===== src/core/kmp_pkg.sv =====
// Constants and types for the kernel mode protection block.
// Assumes a core that reports every fetch, data access, branch and interrupt
// vector to this block in the same cycle, on the core clock.
package kmp_pkg;
    localparam int          PADDR_W        = 14;
    localparam int          DADDR_W        = 14;
    localparam int          OVL_W          = 16;
    localparam int          BLOCKS         = 16;
    localparam int          BLOCK_SHIFT    = 10;
    localparam int          WIPE_CYCLES    = 16;
    localparam logic [13:0] KERNEL_ENTRY   = 14'h2000;
    localparam logic [13:0] KPROG_LO       = 14'h2001;
    localparam logic [13:0] KPROG_HI       = 14'h3fff;
    localparam logic [15:0] KPOVL_LO       = 16'h000c;
    localparam logic [15:0] KPOVL_HI       = 16'h000f;
    localparam logic [15:0] KENTRY_OVL     = 16'h000f;
    localparam logic [13:0] KDATA_HI       = 14'h17ff;
    localparam logic [15:0] KDOVL          = 16'h000f;
    localparam logic [15:0] RAM_OVL        = 16'h0000;
    localparam logic [4:0]  WIPE_COUNT     = 5'h10;

    typedef enum logic [1:0] {
        USER_MODE,
        KERNEL_MODE,
        KERNEL_NESTED
    } mode_t;
endpackage : kmp_pkg


===== src/core/kernel_mode_protection.sv =====
// Kernel mode supervisor: mode tracking, kernel space policing, violation reset.
// Assumes core strobes are synchronous to clock and valid one cycle each.
//
// Notes on behaviour
// In user mode any access to kernel program, overlay or data space forces a chip reset on the next clock edge.
// A violation reset raises a wipe strobe that clears sensitive registers and protected memory.
// Kernel mode is entered only by call, jump or increment to 0x2000 with program overlay 0x000f.
// In kernel mode a branch to program space outside kernel space returns to user mode; from nesting it returns to kernel mode.
// In kernel mode emulator bus requests are ignored and never granted.
// Kernel code takes interrupts except while it marks a sensitive move, when all are held off.
// Only one nested kernel entry from an interrupt routine is allowed; deeper nesting is refused.
// An interrupt vectoring to user space while nested triggers the violation reset.
// A return from an interrupt that preempted kernel code must resume at the saved address and overlay.
// Kernel firmware may claim 1K-word blocks of internal program and data RAM as kernel space.
// After any reset the block is in user mode, not nested, with no blocks claimed.
`timescale 1ns/10ps
module kernel_mode_protection
    import kmp_pkg::*;
#(
    parameter int NBLK = BLOCKS
) (
    input  wire logic               clock,
    input  wire logic               resetn,
    input  wire logic               clock_enable,
    input  wire logic               fetch_valid,
    input  wire logic [PADDR_W-1:0] fetch_addr,
    input  wire logic [OVL_W-1:0]   program_overlay_select,
    input  wire logic               fetch_is_call,
    input  wire logic               fetch_is_jump,
    input  wire logic               fetch_is_seq,
    input  wire logic               branch_valid,
    input  wire logic [PADDR_W-1:0] branch_addr,
    input  wire logic               data_valid,
    input  wire logic [DADDR_W-1:0] data_addr,
    input  wire logic [OVL_W-1:0]   data_overlay_select,
    input  wire logic               irq_vector_valid,
    input  wire logic [PADDR_W-1:0] irq_vector_addr,
    input  wire logic               rti_valid,
    input  wire logic [PADDR_W-1:0] rti_addr,
    input  wire logic [OVL_W-1:0]   rti_overlay,
    input  wire logic               sensitive_move,
    input  wire logic               claim_we,
    input  wire logic [NBLK-1:0]    claim_prog,
    input  wire logic [NBLK-1:0]    claim_data,
    input  wire logic               emu_bus_req,
    output logic                    emu_bus_grant,
    output logic                    irq_enable,
    output logic                    kernel_mode,
    output logic                    violation_reset,
    output logic                    wipe
);
    // -------------------------------------------------------------------
    // State
    // -------------------------------------------------------------------
    typedef struct packed {
        mode_t               mode;
        logic                in_isr;
        logic                saved_valid;
        logic [PADDR_W-1:0]  saved_addr;
        logic [OVL_W-1:0]    saved_ovl;
        logic [NBLK-1:0]     prog_claim;
        logic [NBLK-1:0]     data_claim;
        logic [4:0]          wipe_cnt;
        logic                grant;
        logic                irq_en;
        logic                kmode;
        logic                viol;
        logic                wipe;
    } state_t;

    state_t state;
    state_t next_state;

    // -------------------------------------------------------------------
    // Claim map lookup
    // -------------------------------------------------------------------
    // One bit per 1K block of internal RAM; addresses past the map are never claimed
    function automatic logic claimed(input logic [13:0] addr, input logic [NBLK-1:0] map);
        logic [13:0] idx;
        idx = addr >> BLOCK_SHIFT;
        claimed = (idx < 14'(NBLK)) ? map[idx[$clog2(NBLK)-1:0]] : 1'b0;
    endfunction : claimed

    // -------------------------------------------------------------------
    // Kernel space decode
    // -------------------------------------------------------------------
    logic povl_kernel;
    logic prog_window;
    logic prog_kernel;
    logic data_kernel;
    logic branch_kernel;
    logic vector_kernel;
    logic entry_hit;
    logic in_kernel;
    logic violation;

    always_comb begin
        in_kernel = (state.mode != USER_MODE);
        // Kernel overlay pages are protected whatever the offset within them
        povl_kernel = (program_overlay_select >= KPOVL_LO && program_overlay_select <= KPOVL_HI);
        // Entry word sits just below the window and is policed by entry_hit
        prog_window = (fetch_addr >= KPROG_LO && fetch_addr <= KPROG_HI);
        prog_kernel = prog_window || povl_kernel
            || (program_overlay_select == RAM_OVL && claimed(fetch_addr, state.prog_claim));
        data_kernel = (data_addr <= KDATA_HI) || (data_overlay_select == KDOVL)
            || (data_overlay_select == RAM_OVL && claimed(data_addr, state.data_claim));
        // Branch targets count the entry word as kernel space, so a jump back to it stays inside
        branch_kernel = (branch_addr >= KERNEL_ENTRY && branch_addr <= KPROG_HI)
            || povl_kernel
            || (program_overlay_select == RAM_OVL && claimed(branch_addr, state.prog_claim));
        vector_kernel = (irq_vector_addr >= KERNEL_ENTRY && irq_vector_addr <= KPROG_HI);
        entry_hit = fetch_valid && (fetch_is_call || fetch_is_jump || fetch_is_seq)
            && fetch_addr == KERNEL_ENTRY && program_overlay_select == KENTRY_OVL;
        // Several causes may coincide; any one of them is enough
        violation = 1'b0;
        if (!in_kernel && !entry_hit && ((fetch_valid && prog_kernel) || (data_valid && data_kernel))) begin
            violation = 1'b1;
        end
        // A user vector while nested would hand preempted kernel context to user code
        if (state.mode == KERNEL_NESTED && irq_vector_valid && !vector_kernel) begin
            violation = 1'b1;
        end
        if (entry_hit && state.mode == KERNEL_NESTED) begin
            violation = 1'b1;
        end
        // Save is held across modes so a tampered return is caught even after a user branch
        if (rti_valid && state.saved_valid
            && (rti_addr != state.saved_addr || rti_overlay != state.saved_ovl)) begin
            violation = 1'b1;
        end
    end

    // -------------------------------------------------------------------
    // Next state
    // -------------------------------------------------------------------
    always_comb begin
        next_state = state;
        next_state.viol = 1'b0;
        // Counter keeps running so the wipe outlasts the one-cycle reset pulse
        if (state.wipe_cnt != 5'h00) begin
            next_state.wipe_cnt = state.wipe_cnt - 5'h01;
        end
        if (violation) begin
            // Whole state falls back to reset values while the wipe runs
            next_state = '0;
            next_state.mode = USER_MODE;
            next_state.viol = 1'b1;
            next_state.wipe_cnt = WIPE_COUNT;
        end else begin
            case (state.mode)
                USER_MODE: begin
                    // Claim writes are ignored here so user code cannot widen or drop protection
                    if (entry_hit) begin
                        next_state.mode = KERNEL_MODE;
                    end
                end
                KERNEL_MODE: begin
                    // Interrupted address is the fetch that the vector displaced
                    if (irq_vector_valid && !state.saved_valid) begin
                        // Preemption of kernel code is the only way to reach nesting
                        next_state.in_isr = 1'b1;
                        next_state.saved_valid = 1'b1;
                        next_state.saved_addr = fetch_addr;
                        next_state.saved_ovl = program_overlay_select;
                    end
                    if (rti_valid && state.saved_valid) begin
                        next_state.saved_valid = 1'b0;
                        next_state.in_isr = 1'b0;
                    end else if (entry_hit && state.in_isr) begin
                        next_state.mode = KERNEL_NESTED;
                    end else if (branch_valid && !branch_kernel) begin
                        next_state.mode = USER_MODE;
                    end
                    if (claim_we) begin
                        next_state.prog_claim = claim_prog;
                        next_state.data_claim = claim_data;
                    end
                end
                KERNEL_NESTED: begin
                    // No save here: the single save slot belongs to the outer kernel context
                    if (branch_valid && !branch_kernel) begin
                        // Nested call returns into the preempted kernel routine
                        next_state.mode = KERNEL_MODE;
                    end
                    if (claim_we) begin
                        next_state.prog_claim = claim_prog;
                        next_state.data_claim = claim_data;
                    end
                end
                default: next_state.mode = USER_MODE;
            endcase
        end
        next_state.kmode = (next_state.mode != USER_MODE);
        // Grant is judged on the next mode so it drops in the very cycle kernel mode starts
        next_state.grant = emu_bus_req && (next_state.mode == USER_MODE) && !violation;
        // Interrupts are held off only for the cycles the firmware flags
        next_state.irq_en = !(next_state.kmode && sensitive_move);
        next_state.wipe = (next_state.wipe_cnt != 5'h00);
    end

    // -------------------------------------------------------------------
    // Registers
    // -------------------------------------------------------------------
    always_ff @(posedge clock or negedge resetn) begin
        if (!resetn) begin
            state <= '0;
        end else if (clock_enable) begin
            state <= next_state;
        end
    end

    // -------------------------------------------------------------------
    // Outputs
    // -------------------------------------------------------------------
    // Every output is a state flop, never a decode
    assign emu_bus_grant   = state.grant;
    assign irq_enable      = state.irq_en;
    assign kernel_mode     = state.kmode;
    assign violation_reset = state.viol;
    assign wipe            = state.wipe;
endmodule : kernel_mode_protection


===== config.mk =====
export PLATFORM = sky130hd
export DESIGN_NAME = kernel_mode_protection
export DESIGN_NICKNAME = d
export VERILOG_FILES = /design/src/core/kmp_pkg.sv /design/src/core/kernel_mode_protection.sv
export SDC_FILE = /design/constraint.sdc
export NUM_CORES = 1
export LEC_CHECK = 0
export ABC_CLOCK_PERIOD_IN_PS = 4900
export BUFFER_PORTS_ARGS = -buffer_cell sky130_fd_sc_hd__buf_2
export CAP_MARGIN = 20
export CORE_UTILIZATION = 53
export CTS_BUF_LIST = sky130_fd_sc_hd__clkbuf_8
export CTS_CLUSTER_DIAMETER = 50
export CTS_CLUSTER_SIZE = 24
export DETAILED_ROUTE_END_ITERATION = 8
export PLACE_DENSITY_LB_ADDON = 0.2
export SYNTH_ARGS = -nofsm -noshare
export SYNTH_HDL_FRONTEND = slang
export SYNTH_SLANG_ARGS = --single-unit

===== constraint.sdc =====
create_clock -name clock -period 4.9 [get_ports clock]
set_clock_uncertainty 0.05 [all_clocks]
set_input_delay 0.245 -clock clock [delete_from_list [all_inputs] [get_ports clock]]
set_output_delay 0.245 -clock clock [all_outputs]
set_load 0.02 [all_outputs]

==> flow_summary_export.csv, run 1 <==
group,metric,value,unit
final_layout,stdcell_area,4710,sq um
power,p_total,1.36,mW
status,status,"completed",
clocking,postCtsSetupBuffers,0,
critical_path,critPathMaxFanout,28,
global_route,track_usage,27.4,%
floorplanning,die_w,86.6,microns
critical_path,path_class,"reg2reg",
critical_path,endpoint_kind,"register",
clocking,cts_root_buffer,"clkbuf_8",
synth,seq_area_frac_synth,45.5,%
final_layout,fin_util,68.6,%
drt,drtAntennaViolNets,0,
power,p_leak,2.16,nW
critical_path,cpMaxStageDelayCell,"nor3_4",
run,maxCapViolations,0,
clocking,path_clk_slew,0.07,ns
final_layout,finalNetCount,635,
global_route,grt_pass1_vias,3352,
final_layout,area_delta_synth_final,24.1,%
global_route,grt_max_degree,70,
place,dp_hpwl,7180,microns
global_route,grt_overflow,0,
synth,synthFlopType,"dfrtp_1",
drt,vias_per_cell,5.87,
synth,ys_warn_count,0,
drt,vias,3322,
timing,rsz0062_at_grt,"no",
timing,finalHoldViolations,0,
power,pwr_density_cell,289,nW/um^2
clocking,clock-sinks,69,
critical_path,critPathMaxStageDelay,0.85,ns
floorplanning,dieArea,7500,sq um
place,routabilityCongestion,0.952,
global_route,grt_pass1_wl,15700,microns
critical_path,crit_buf_inv,0,
clocking,clk-insertion-delay-late,0.34,ns
clocking,postCtsResizedCells,0,
place,placed_area,4480,sq um
synth,synth_cells,342,
synth,syn_area,3800,sq um
timing,fin_crit,3.14,ns
timing,fin_hold_ws,0.0414,ns
synth,ys_ff_latch,69,
floorplanning,placementRows,30,
timing,setup_violations,0,
final_layout,diodes,0,
timing,worst_pin_slew,1.08,ns
critical_path,start_kind,"register",
timing,finalSetupTns,0,ns
power,ir_drop,234,uV
clocking,cts_tree,"built",
synth,synth_fp_nets,511,
place,port_buffers,129,
clocking,hold_buffers,0,
synth,async_flop_share,100,%
synth,syn_avg_cell_area,11.1,sq um
drt,drt_iter0_drc,128,
global_route,antenna_found_initial,0,
drt,route.detailed.drc,0,
floorplanning,coreArea,6870,sq um
clocking,clock_path_buffers,2,
drt,drt-pass1-iter-count,4,
drt,wl_per_cell,17.1,microns
critical_path,worstPathRequired,5.12,ns
timing,timing.fmax,0.318,GHz
timing,slew_viol_final,0,
floorplanning,fp.dieH,86.6,microns
critical_path,cp_cell_sequence,"mux4_2, a211oi_1, a2111oi_0, a22o_1, or2_1, nor3_4, a32o_1",
synth,ys_types,56,
clocking,cts_buffers,9,
drt,wirelength,9660,microns
timing,period_share,64.2,%
floorplanning,io_pins,169,
hold_path,hold_class,"in2async",
critical_path,path_delay_family,"simple AND/OR/NAND/NOR gates",
final_layout,drive_gt1_share,34.3,%
clocking,htreeDepth,3,
critical_path,arrival,3.37,ns
timing,maxSlewHeadroom,28.0,%
floorplanning,initial_core_util,55.3,%
synth,synth_edf_count,0,
[metal layers]
layer	up-vias	global-route usage [%]	part of all wire, %
met5	-	0	0
met4	0	11.8	3.0
met3	25	4.48	5.5
met2	129	44.7	48
met1	1592	36.3	43
li1	1576	-	-
[final cells by class]
class / instances / area [sq um]
Clock buffer: 9 / 124
Timing Repair Buffer: 133 / 683
Fill cell: 567 / 2160
Clock inverter: 6 / 88.8
Multi-Input combinational cell: 244 / 1930
Sequential cell: 69 / 1730
Inverter: 9 / 33.8
Tap cell: 96 / 120
[cell families after synthesis]
group / count (synthesis) / synth area share (%)
AOI/OAI and AO/OA: 100 / 22.6
and+or+nand+nor: 92 / 13.9
DFF: 69 / 45.5
xor gates and xnor gates: 31 / 7.15
buffers and inverters: 29 / 3.96
muxes: 16 / 5.24
adders and majority gates: 5 / 1.65
[layout by cell type, fill, tap and decap left out, drive strengths merged, types with 2 or more instances in the layout]
cell type  Yosys  layout
mux4           3       3
nand2         20      20
inv            9       9
o21bai         2       2
a31oi          3       3
nand3          6       6
a22o          33      33
buf           12     133
clkinvlp       0       2
clkinv         0       2
xnor2         31      31
nor2b          5       5
o31ai          6       6
a211oi         2       2
nor3           8       8
a32o          26      26
nand4         16      16
clkbuf         8       9
bufinv         0       2
nand2b         2       2
o21ai          6       6
o21a           2       2
nor4          10      10
o22a           2       2
nor2          13      13
a21oi          4       4
o32ai          2       2
o22ai          2       2
mux2i         12      12
ha             5       5
dfrtp         69      69
and2           3       3
[stage by stage]
step                std cells  setup slack, ns
floorplan                 342             2.54
global placement          550             1.50
detailed placement        550             1.43
CTS                       565             1.70
global route              566             1.54
finish                    566             1.76
[path summary, 6_finish.rpt]
check	startpoint	end	slack, ns	depth (start not counted)
min in group clock	sensitive_move	irq_enable	0.07	2
hold / removal	resetn	state[58]	0.04	2
setup / recovery	state[20]	state[20]	1.76	7
setup reg to reg	state[20]	state[20]	1.76	7
max in group asynchronous	resetn	state[6]	4.20	2
hold reg to reg	state[21]	state[21]	0.44	1
[Yosys cell counts (7+ instances only)]
master | n | area, sq um
xnor2_1 | 31 | 272
dfrtp_1 | 69 | 1730
inv_1 | 9 | 33.8
mux2i_1 | 12 | 120
clkbuf_1 | 8 | 30.0
nor3_1 | 7 | 35.0
nor2_1 | 13 | 48.8
nor4_1 | 7 | 43.8
nand4_1 | 16 | 100
nand2_1 | 20 | 75.1
a22o_1 | 33 | 289
a32o_1 | 26 | 260
[where the power goes]
| part | internal, mW | switching, mW |
|---|---|---|
| Clock | 0.283 | 0.216 |
| Combinational | 0.114 | 0.139 |
| Sequential | 0.591 | 0.0195 |
| Total | 0.989 | 0.374 |
[worst register-to-register path: stages, from the launching register on]
cell and delay (ns):
dfrtp_1 0.39, mux4_2 0.46, a211oi_1 0.21, a2111oi_0 0.15, a22o_1 0.27, or2_1 0.39, nor3_4 0.85, a32o_1 0.31
[flip-flops by register name, indices dropped and copies added, names as in the netlist]
signal,count
state,64
emu_bus_grant,1
irq_enable,1
kernel_mode,1
violation_reset,1
wipe,1
(Power assumes the default switching activity.)
==> run 2: changes to the inputs <==
ABC_CLOCK_PERIOD_IN_PS = 2700   (was 4900)
CORE_UTILIZATION = 44   (was 53)
clock period = 2.7 ns   (was 4.9 ns; I/O delays follow)
==> flow_summary_export.csv, run 2 (synthesis gave the netlist of run 1 again) <==
group,metric,value,unit
critical_path,arrival,2.84,ns
timing,worst_pin_slew,0.756,ns
critical_path,ff2ff_path_depth,9,
clocking,clk-insertion-delay-late,0.36,ns
critical_path,critPathMaxFanout,30,
power,p_leak,2.60,nW
drt,wirelength,11200,microns
floorplanning,placementRows,33,
drt,drt_iter0_drc,170,
drt,drtAntennaViolNets,0,
clocking,path_clk_slew,0.10,ns
run,maxCapViolations,0,
floorplanning,fp.dieH,94.9,microns
final_layout,area_delta_synth_final,47.1,%
power,p_total,2.51,mW
global_route,track_usage,26.1,%
timing,fin_hold_ws,0.0453,ns
final_layout,layout_common_cells,"129 x buf_2, 69 x dfrtp_1, 43 x dlygate4sd3_1, 43 x buf_4, 33 x a22o_1",
global_route,grt_pass1_vias,3663,
global_route,grt_max_degree,41,
final_layout,fillCellCount,653,
final_layout,drive_gt1_share,37.6,%
drt,vias_per_cell,5.57,
floorplanning,die_w,94.9,microns
timing,finalSetupTns,0,ns
final_layout,finalNetCount,725,
hold_path,hold_class,"in2reg",
final_layout,top_register,"state",
status,status,"completed",
drt,route.detailed.drc,0,
critical_path,ff2ff_setup_slack,0.1,ns
timing,fin_crit,2.60,ns
critical_path,path_class,"reg2reg",
drt,vias,3709,
clocking,clock-sinks,69,
place,placed_cells,600,
clocking,htreeDepth,3,
final_layout,final_common_cell,"buf_2",
floorplanning,io_pins,169,
timing,timing.fmax,0.384,GHz
clocking,clock_path_buffers,2,
critical_path,start_kind,"register",
final_layout,diodes,0,
timing,slew_viol_final,0,
critical_path,endpoint_kind,"register",
floorplanning,dieArea,9000,sq um
place,pre_cts_ws,-0.272,ns
power,pwr_density_cell,449,nW/um^2
final_layout,fin_util,67.3,%
clocking,cts_root_buffer,"clkbuf_8",
timing,postLayoutSetupSlackWorst,0.0986,ns
place,dp_hpwl,7720,microns
clocking,cts_buffers,9,
place,routabilityCongestion,0.895,
clocking,cts_tree,"built",
global_route,antenna_found_initial,0,
critical_path,rr_startpoint,"state[21]",
timing,finalHoldViolations,0,
power,ir_drop,356,uV
drt,wl_per_cell,16.8,microns
hold_path,whs_endpoint,"state[68]",
final_layout,layout.cells.non_filler,666,
final_layout,stdcell_area,5590,sq um
critical_path,worstPathRequired,2.93,ns
drt,drt-pass1-iter-count,5,
floorplanning,initial_core_util,45.7,%
floorplanning,coreArea,8300,sq um
global_route,grt_pass1_wl,17700,microns
place,placed_area,4840,sq um
hold_path,whs_path_depth,2,
critical_path,r2r-end,"state[52]",
global_route,grt_overflow,0,
final_layout,largest_reg_flops,64,
place,port_buffers,129,
hold_path,min_from,"fetch_addr[10]",
timing,period_share,96.3,%
timing,setup_violations,0,
timing,maxSlewHeadroom,49.6,%
## run 2: worst max-delay path: stages, from the launching register on
cell	delay, ns
dfrtp_1	0.38
mux4_2	0.46
a211oi_1	0.23
a2111oi_1	0.10
a22o_1	0.20
or2_4	0.32
buf_4	0.17
o31ai_4	0.21
buf_12	0.22
a22o_1	0.17
## run 2: routing by layer
layer | GRT usage (%) | up-vias | routed length, microns
li1 | - | 1773 | -
met1 | 34.0 | 1796 | 4910
met2 | 44.6 | 125 | 5510
met3 | 3.38 | 15 | 551
met4 | 8.84 | 0 | 186
met5 | 0 | - | 0
## run 2: worst max-delay path by stage
stage / from / endpoint / slack [ns]
CTS: program_overlay_select[9] / state[59] / 0.05
global route: state[21] / state[64] / -0.0004
global placement: fetch_addr[1] / state[21] / -0.30
detailed placement: fetch_addr[1] / state[28] / -0.27
finish: state[21] / state[52] / 0.1
floorplan: state[21] / state[49] / 0.36
## run 2: repair_timing
| action | 4_1_cts | 5_1_grt |
|---|---|---|
| hold endpoints to repair | 72 | 0 |
| setup endpoints to repair | 28 | 58 |
| gates resized for setup | 3 | 5 |
| cloned | 2 | 0 |
| pin swaps | 2 | 3 |
| hold buffers | 44 | 0 |
| setup buffers | 2 | 2 |
## run 2: final cells by class
cell class	instances	area [sq um]	area share, %
tap	105	131	2.35
clock inverter	7	68.8	1.23
timing repair buffer	221	1510	27.1
sequential	69	1730	30.9
multi-input combinational	246	1990	35.6
inverter	9	33.8	0.605
clock buffer	9	124	2.22
## run 2: where the power goes
part | total (mW) | switching [mW] | leakage (nW) | internal (mW)
sequential | 1.11 | 0.0356 | 0.942 | 1.07
clock | 0.828 | 0.463 | 0.101 | 0.365
combinational | 0.573 | 0.284 | 1.56 | 0.289
